--- src/design/eiw_pkg.sv ---
// Purpose: Constants for the external interrupt and wake-up block
// Assumes: Core clock of 25 MHz, four interrupt inputs
// Notes: Times are kept in their own unit, cycle counts derived from them
package eiw_pkg;
    localparam int EIW_NUM_IRQ = 4;
    localparam int EIW_CLK_PERIOD_NS = 40;
    // Least assertion time that wakes the device from standby or powerdown
    localparam int EIW_WAKE_MIN_NS = 50;
    // Least time rounds up to whole cycles, never below one
    localparam int EIW_WAKE_CYCLES_RAW =
        (EIW_WAKE_MIN_NS + EIW_CLK_PERIOD_NS - 1) / EIW_CLK_PERIOD_NS;
    localparam int EIW_WAKE_CYCLES = (EIW_WAKE_CYCLES_RAW < 1) ? 1 : EIW_WAKE_CYCLES_RAW;
    localparam logic [2:0] EIW_WAKE_CNT_MAX = 3'(EIW_WAKE_CYCLES);
    // Port bit sharing of each interrupt input
    localparam logic [3:0] EIW_PIN0_PORT = 4'h2;
    localparam logic [3:0] EIW_PIN0_BIT = 4'h2;
    localparam logic [3:0] EIW_PIN1_PORT = 4'h2;
    localparam logic [3:0] EIW_PIN1_BIT = 4'h4;
    localparam logic [3:0] EIW_PIN2_PORT = 4'h3;
    localparam logic [3:0] EIW_PIN2_BIT = 4'h6;
    localparam logic [3:0] EIW_PIN3_PORT = 4'h3;
    localparam logic [3:0] EIW_PIN3_BIT = 4'h7;
    // Power mode codes
    localparam logic [1:0] EIW_MODE_NORMAL = 2'h0;
    localparam logic [1:0] EIW_MODE_IDLE = 2'h1;
    localparam logic [1:0] EIW_MODE_STANDBY = 2'h2;
    localparam logic [1:0] EIW_MODE_POWERDOWN = 2'h3;
    typedef enum logic [2:0] {
        EIW_RUN = 3'b001,
        EIW_IDLE = 3'b010,
        EIW_SLEEP = 3'b100
    } eiw_state_t;
endpackage

--- src/design/eiw_top.sv ---
// Purpose: External interrupt edge capture and power-saving wake-up
// Assumes: Pins and control inputs synchronous to clk; port mux lives outside
// Notes: Half-rate clock is made here and defines the phase-2 sample point
`timescale 1ns/10ps

////////////////////////////////////////////////////////////////////////////////
module eiw_top
    import eiw_pkg::*;
#(
    parameter int NUM_IRQ = EIW_NUM_IRQ
) (
    // Clock and reset
    input wire logic clk,
    input wire logic rst,
    // Interrupt pins, already taken off the shared port bits
    input wire logic [NUM_IRQ-1:0] ext_irq_pin,
    // Pin configured as special-function input
    input wire logic [NUM_IRQ-1:0] pin_special_fn,
    // Interrupt enables and pending clears from the core
    input wire logic [NUM_IRQ-1:0] irq_enable,
    input wire logic [NUM_IRQ-1:0] pending_clear,
    input wire logic other_irq_enabled_req,
    // Power mode request from the core, one-cycle pulse
    input wire logic mode_req,
    input wire logic [1:0] mode_code,
    // Outputs
    output logic half_rate_clock_output,
    output logic [NUM_IRQ-1:0] irq_pending,
    output logic asleep,
    output logic idle,
    output logic wake_pulse,
    output logic wake_run_isr
);

    ////////////////////////////////////////////////////////////////////////////
    logic [NUM_IRQ-1:0] sync1;
    logic [NUM_IRQ-1:0] sync2;
    logic [NUM_IRQ-1:0] last_sample;
    logic sample_en;
    logic [NUM_IRQ-1:0] rise;
    logic [2:0] wake_cnt [NUM_IRQ];
    logic [NUM_IRQ-1:0] wake_hit;
    logic [NUM_IRQ-1:0] wake_src;
    eiw_state_t state;

    // Half-rate clock, toggles every core cycle for 50% duty
    always_ff @(posedge clk or posedge rst) begin
        if (rst) begin
            half_rate_clock_output <= 1'b0;
        end else begin
            half_rate_clock_output <= ~half_rate_clock_output;
        end
    end

    // Phase 2 is the cycle while the half-rate clock is high
    assign sample_en = half_rate_clock_output;

    // Two-stage synchroniser; first stage feeds only the second
    always_ff @(posedge clk or posedge rst) begin
        if (rst) begin
            sync1 <= '0;
            sync2 <= '0;
        end else begin
            sync1 <= ext_irq_pin;
            sync2 <= sync1;
        end
    end

    // Phase-2 samples kept for edge detection
    always_ff @(posedge clk or posedge rst) begin
        if (rst) begin
            last_sample <= '0;
        end else if (sample_en) begin
            last_sample <= sync2;
        end
    end

    // A high shorter than one state time may fall between samples
    assign rise = sample_en ? (sync2 & ~last_sample) : '0;

    // Pending bits: set wins over a clear in the same cycle
    always_ff @(posedge clk or posedge rst) begin
        if (rst) begin
            irq_pending <= '0;
        end else if (state == EIW_RUN) begin
            irq_pending <= (irq_pending & ~pending_clear) | rise;
        end else begin
            irq_pending <= irq_pending & ~pending_clear;
        end
    end

    // Wake counters per pin, counting synchronised high cycles while asleep
    genvar gi;
    generate
        for (gi = 0; gi < NUM_IRQ; gi++) begin : g_wake
            always_ff @(posedge clk or posedge rst) begin
                if (rst) begin
                    wake_cnt[gi] <= 3'h0;
                end else if (state != EIW_SLEEP || !sync2[gi] || !pin_special_fn[gi]) begin
                    wake_cnt[gi] <= 3'h0;
                end else if (wake_cnt[gi] != EIW_WAKE_CNT_MAX) begin
                    wake_cnt[gi] <= wake_cnt[gi] + 3'h1;
                end
            end
            assign wake_hit[gi] = (wake_cnt[gi] == EIW_WAKE_CNT_MAX);
        end
    endgenerate

    assign wake_src = wake_hit & pin_special_fn;

    // Power state: run, idle, or standby/powerdown sleep
    always_ff @(posedge clk or posedge rst) begin
        if (rst) begin
            state <= EIW_RUN;
        end else begin
            unique case (state)
                EIW_RUN: begin
                    if (mode_req && mode_code == EIW_MODE_IDLE) begin
                        state <= EIW_IDLE;
                    end else if (mode_req && (mode_code == EIW_MODE_STANDBY ||
                                              mode_code == EIW_MODE_POWERDOWN)) begin
                        state <= EIW_SLEEP;
                    end
                end
                EIW_IDLE: begin
                    if (|(irq_pending & irq_enable) || other_irq_enabled_req) begin
                        state <= EIW_RUN;
                    end
                end
                EIW_SLEEP: begin
                    if (|wake_src) begin
                        state <= EIW_RUN;
                    end
                end
                default: state <= EIW_RUN;
            endcase
        end
    end

    // Status and wake outputs, all registered
    always_ff @(posedge clk or posedge rst) begin
        if (rst) begin
            asleep <= 1'b0;
            idle <= 1'b0;
            wake_pulse <= 1'b0;
            wake_run_isr <= 1'b0;
        end else begin
            asleep <= (state == EIW_SLEEP) && !(|wake_src);
            idle <= (state == EIW_IDLE) &&
                    !(|(irq_pending & irq_enable) || other_irq_enabled_req);
            wake_pulse <= (state == EIW_SLEEP) && (|wake_src);
            // Enabled waker goes to its handler; else resume after sleep op
            wake_run_isr <= (state == EIW_SLEEP) && (|(wake_src & irq_enable));
        end
    end

    ////////////////////////////////////////////////////////////////////////////
    // Checks

    // First edge after reset sees the reset value twice, so it is skipped
    half_clk_a: assert property (@(posedge clk) disable iff (rst)
        !$past(rst) |-> half_rate_clock_output != $past(half_rate_clock_output))
        else $error("half-rate clock did not toggle");

    edge_sets_a: assert property (@(posedge clk) disable iff (rst)
        (state == EIW_RUN && sample_en && sync2[0] && !last_sample[0]) |=> irq_pending[0])
        else $error("rising edge did not set pending");

    phase_only_a: assert property (@(posedge clk) disable iff (rst)
        (!sample_en) |=> $stable(last_sample))
        else $error("sample taken outside phase 2");

    sleep_wake_a: assert property (@(posedge clk) disable iff (rst)
        (state == EIW_SLEEP && pin_special_fn[1] && sync2[1]) [*3] |=>
        (wake_pulse || state == EIW_RUN))
        else $error("held interrupt did not wake");

    no_cfg_a: assert property (@(posedge clk) disable iff (rst)
        (state == EIW_SLEEP && !pin_special_fn[2]) |=> !wake_hit[2])
        else $error("unconfigured pin woke device");

    stay_asleep_a: assert property (@(posedge clk) disable iff (rst)
        (state == EIW_SLEEP && !(|wake_src)) |=> asleep && state == EIW_SLEEP)
        else $error("left sleep without a configured waker");

    wake_once_a: assert property (@(posedge clk) disable iff (rst)
        wake_pulse |-> !asleep && state == EIW_RUN)
        else $error("wake pulse while still asleep");

    isr_pair_a: assert property (@(posedge clk) disable iff (rst)
        wake_run_isr |-> wake_pulse)
        else $error("handler request without wake");

    idle_exit_a: assert property (@(posedge clk) disable iff (rst)
        (state == EIW_IDLE && other_irq_enabled_req) |=> state == EIW_RUN)
        else $error("idle not left on enabled interrupt");

    sync_path_a: assert property (@(posedge clk) disable iff (rst)
        rise[0] |-> sample_en && sync2[0] && !$past(sync2[0], 2))
        else $error("edge not from low-then-high phase-2 samples");

    // Edges seen in idle or sleep must leave the pending bits alone
    no_set_a: assert property (@(posedge clk) disable iff (rst)
        (state != EIW_RUN && !irq_pending[0]) |=> !irq_pending[0])
        else $error("pending set outside normal mode");

    pend_hold_a: assert property (@(posedge clk) disable iff (rst)
        (irq_pending[2] && !pending_clear[2]) |=> irq_pending[2])
        else $error("pending bit dropped without clear");

    clear_lose_a: assert property (@(posedge clk) disable iff (rst)
        (state == EIW_RUN && rise[1] && pending_clear[1]) |=> irq_pending[1])
        else $error("set lost against clear");

endmodule

--- config.mk ---
export PLATFORM = sky130hd
export DESIGN_NAME = eiw_top
export DESIGN_NICKNAME = d
export VERILOG_FILES = /design/src/design/eiw_pkg.sv /design/src/design/eiw_top.sv
export SDC_FILE = /design/constraint.sdc
export NUM_CORES = 1
export LEC_CHECK = 0
export ABC_AREA = 1
export BUFFER_PORTS_ARGS = -buffer_cell sky130_fd_sc_hd__buf_2
export CORE_UTILIZATION = 50
export CTS_BUF_LIST = sky130_fd_sc_hd__clkbuf_16
export DETAILED_ROUTE_END_ITERATION = 8
export PLACE_DENSITY = 0.7
export SETUP_SLACK_MARGIN = 0.05
export SKIP_LAST_GASP = 1
export SLEW_MARGIN = 20
export SYNTH_ARGS = -nofsm -noshare
export SYNTH_HDL_FRONTEND = slang
export SYNTH_SLANG_ARGS = --single-unit
--- constraint.sdc ---
create_clock -name clk -period 3.3 [get_ports clk]
set_input_delay 0.33 -clock clk [delete_from_list [all_inputs] [get_ports clk]]
set_output_delay 0.33 -clock clk [all_outputs]
set_load 0.01 [all_outputs]
Yosys cells after proc, flatten, opt, wreduce, memory -nomap -nowiden:

Cells that the tools add are included.

* input bits: 22
* register bits: 36

* eq/ne operators: 18
* muxes and demuxes: 15
* bitwise gates (word level): 9
* reductions and logical operators: 34
* add/subtract/negate cells: 4

Operator list (count)
* 3-bit two-way mux: 12
* 4-bit bitwise AND: 5
* 3-bit by 2-bit == test with 1-bit output (second input constant): 5
* 3-bit by 1-bit adder with 3-bit output (second input constant): 4
* 3-bit by 2-bit inequality test with 1-bit output (second input constant): 4
* 4-bit OR reduction: 3
* 1-bit logical NOT: 10
* 1-bit logical OR: 10
* 3-bit case mux with 3 select lines: 1
* 4-bit two-way mux: 2
* 4-bit NOT: 2
* 2-bit nonzero test: 4
* 1-bit logical AND: 6
* 2-bit == test (second input constant): 2
* 2-bit inequality test (second input constant): 2
* 4-bit bitwise OR: 1
* 3-bit by 1-bit == test with 1-bit output (second input constant): 1
* 3-bit == test (second input constant): 1
* 3-bit by 1-bit inequality test with 1-bit output (second input constant): 1
* 3-bit inequality test (second input constant): 1
* 3-bit AND reduction: 1
* 2-bit by 1-bit == test with 1-bit output (second input constant): 1
* 1-bit NOT: 1

Longest topological paths before layout:

* word-level depth: 6
* gate-level depth with buffers: 8
* mapped depth without buffers: 8

Worst setup path after synthesis:

Ideal clock, no wire load.

* kind: register to register
* from: reg wake_cnt[0] (netlist name)
* to: reg wake_run_isr
* cell stages (with the launch flop): 8
* required time: 3.234 ns
* setup time: 0.066 ns
* setup slack: 2.140 ns
* data arrival time: 1.094 ns
* path buffers: 0
* clock period less this slack: 1.160 ns
* cells stage by stage: dfrtp_1 -> inv_1 -> ha_1 -> inv_1 -> nor2_1 -> nand3_1 -> nand4_1 -> and2_1

* cells in the longest elaborated chain, start to end: 5

RTL lines
* start, declared: line eiw_top.sv:41 `logic [2:0] wake_cnt [NUM_IRQ];`
* start signal, assigned by index: line eiw_top.sv:102 `wake_cnt[gi] <= wake_cnt[gi] + 3'h1;`
* 3-bit by 2-bit == test with 1-bit output: line eiw_top.sv:105 `assign wake_hit[gi] = (wake_cnt[gi] == EIW_WAKE_CNT_MAX);`
* 4-bit bitwise AND: line eiw_top.sv:109 `assign wake_src = wake_hit & pin_special_fn;`
* 4-bit bitwise AND: line eiw_top.sv:153 `wake_run_isr <= (state == EIW_SLEEP) && (|(wake_src & irq_enable));`
* 4-bit OR reduction: line eiw_top.sv:153
* 1-bit logical AND: line eiw_top.sv:153
* end signal, assigned: line eiw_top.sv:153
* end, declared: line eiw_top.sv:32 `output logic wake_run_isr`

No other way between the ends.
A chain may end at the register's enable or synchronous reset.

Worst setup path in the final report:

* from: reg half_rate_clock_output
* to: out half_rate_clock_output

RTL lines
* start, declared: line eiw_top.sv:27 `output logic half_rate_clock_output,`
* start signal, assigned: line eiw_top.sv:51 `half_rate_clock_output <= ~half_rate_clock_output;`

No word-level cell between the ends.

==> run metrics <==
status=complete, no violations; syn avg cell area=9.26 um^2; Max-Cap Viols=0; crit-path cells=buf_2; root buf cell=clkbuf_16; CP bufs+invs=1; Setup crit end=half_rate_clock_output; die area=0.00344 mm^2; Area contributors post-synth=dfrtp_1 (55%), inv_1 (8.4%), nand2_1 (7.5%); Die H=58.6 um; Horiz. Die Dim=58.6 um; Yosys top cell area share=0.546; post-route non-filler standard cell count=255; RePlAce Congestion=0.845; CTS tree=done; pwr dens=614 mW/mm^2; total CTS buffers=5; WL/cell=11.8 um; Post-Route Setup TNS=0 ns; R2R Setup Slk=1.94 ns; via count=1221; area leader, netlist=dfrtp_1; crit-path max FO=14; startpoint types=flip-flop; critical path class=flip-flop to output port; Crit path max-delay family=flip-flops; vias per cell=4.79; crit path time final=1.38 ns; row count=20; measured slew at the worst slew-check pin=0.436 ns; global-route wire length before repair=5.12 mm; CTS sink cnt=36; CP Depth=1; Final setup viols=0; # IOs=31; Max Clock Skew=0.00173 ns; synthesized area=0.00160 mm^2; Core ar.=0.00305 mm^2; CP arrival=1.05 ns; Worst VDD drop=0.541 mV; register area share after synthesis=0.563; RR Startpoint=wake_cnt[0]; P&R area growth vs syn=23.4%; antenna cells=0; post-route cell area=0.00198 mm^2; CTS max path bufs=2; FF-to-FF End=wake_run_isr; share of layout cells above drive strength 1=0.218; total grt overflow=0; post-CTS setup buffer count=0; RSZ-0062 raised after global routing=no; largest net degree at the start of global routing=37; slew margin rel.=0.709; WP data required=2.97 ns; reg2reg path depth=7; vias in the first global route=1200; synthesis-stage register bit count=36; initial drt markers=63; TritonRoute pass-1 iters=4; Slew Viols, Final=0; post-route DRC violation count=0; Worst setup EP type=output port; Slowest cell on crit path=dfrtp_1; CTS resizes=0; crit path from=half_rate_clock_output; syn_nets=203; Routed WL=3.01 mm; CTS H-Tree Depth=2; Clk pin slew, worst setup/hold paths=0.05 ns; I/O Buffers=30; post-placement cell area=0.00181 mm^2; Final nets=240; slowest stage delay, CP=0.57 ns; hold_buf cts=0; Starting Density=0.525; Final Hold Slack=0.145 ns; Clock Latency Late Sink=0.28 ns; yosys warns=0; Distinct cells, synth=22; Post-Synthesis Cells=173; Final Hold Viols=0; post-route ant nets=0; Final Cycle Share=0.417; GRT Util Overall=0.210; Hold Path Class=input port to asynchronous set/reset pin; leakage=1.09 nW; Fmax=726 MHz; post-detail-place hpwl=2.25 mm; initial antenna violation count=0; placed cell count=247
-- worst min-delay path by stage --
| stage | startpoint | end | slack [ns] |
|---|---|---|---|
| global placement | sync1[1] | sync2[1] | 0.33 |
| global route | ext_irq_pin[0] | sync1[0] | 0.14 |
| detailed placement | sync1[2] | sync2[2] | 0.34 |
| CTS | ext_irq_pin[1] | sync1[1] | 0.15 |
| finish | rst | wake_cnt[6] | 0.15 |
| floorplan | sync1[0] | sync2[0] | 0.33 |
-- cell families (layout without fill, tap and decap cells) --
kind of cell / Yosys count / in the layout / share of synthesized area
adders and majority gates: 8 / 8 / 0.0625
AOI/OAI and AO/OA: 19 / 19 / 0.0710
xor gates and xnor gates: 3 / 3 / 0.0164
muxes: 1 / 1 / 0.00625
DFF: 36 / 36 / 0.563
and+or+nand+nor: 68 / 68 / 0.191
buffers and inverters: 38 / 76 / 0.0898
-- worst reg2reg max path, delay by kind of cell (launching register included) --
family                     cells  cell delay [ns]
adders and majority gates      1             0.17
and+or+nand+nor                4             0.61
buffers and inverters          2             0.13
DFF                            1             0.40
-- layout make-up --
cell class	count	area [um^2]
clock buffer	5	125
clock inverter	3	42.5
fill	265	1070
inverter	37	139
multi-input combinational	99	557
sequential	36	902
tap	44	55.1
timing repair buffer	31	158
-- cells in the mapped netlist (all sizes together) --
library cell,instances
or2,1
dfstp,1
dfrtp,35
nand3,21
a21oi,2
nand4,3
ha,8
o21ai,10
xor2,1
and2,1
mux2i,1
buf,1
nor2,10
nand2,32
o22ai,6
xnor2,2
inv,37
a211oi,1
-- sequential cells by signal, indices dropped and copies added, names as in the netlist, 3 cells and up --
name / cells
irq_pending: 4
wake_cnt: 12
sync2: 4
last_sample: 4
sync1: 4
state: 3
-- cells in the final DEF, fill, tap and decap left out, types with 2 or more instances in the layout --
master | synthesis | final
o22ai_1 | 6 | 6
xnor2_1 | 2 | 2
o21ai_0 | 9 | 9
buf_2 | 1 | 30
nor2_1 | 9 | 9
ha_1 | 8 | 8
nand4_1 | 3 | 3
nand3_1 | 19 | 19
dfrtp_1 | 35 | 35
nand2_1 | 32 | 32
inv_1 | 36 | 36
clkbuf_16 | 0 | 5
a21oi_1 | 2 | 2
nand3_2 | 2 | 2
-- stage by stage --
| step | util | power [mW] | setup slack [ns] |
|---|---|---|---|
| CTS | 0.648 | 1.23 | 1.91 |
| global placement | 0.593 | 0.688 | 2.04 |
| detailed placement | 0.593 | 0.695 | 1.96 |
| floorplan | - | 0.631 | 2.14 |
| global route | 0.648 | 1.28 | 1.83 |
| finish | 0.648 | 1.21 | 1.92 |
-- metal layers --
| layer | routed length, um | GRT usage | vias to the layer above |
|---|---|---|---|
| met2 | 1480 | 0.350 | 33 |
| li1 | - | - | 620 |
| met5 | 0 | 0 | - |
| met4 | 41 | 0.0748 | 0 |
| met3 | 140 | 0.0747 | 5 |
| met1 | 1350 | 0.252 | 563 |
-- where the power goes --
group | switching, mW | total (mW) | internal, mW | leakage [nW]
sequential | 0.0252 | 0.510 | 0.485 | 0.463
combinational | 0.114 | 0.176 | 0.0620 | 0.547
clock | 0.174 | 0.528 | 0.354 | 0.0798
Note: power is estimated with default switching activity, not from simulation.
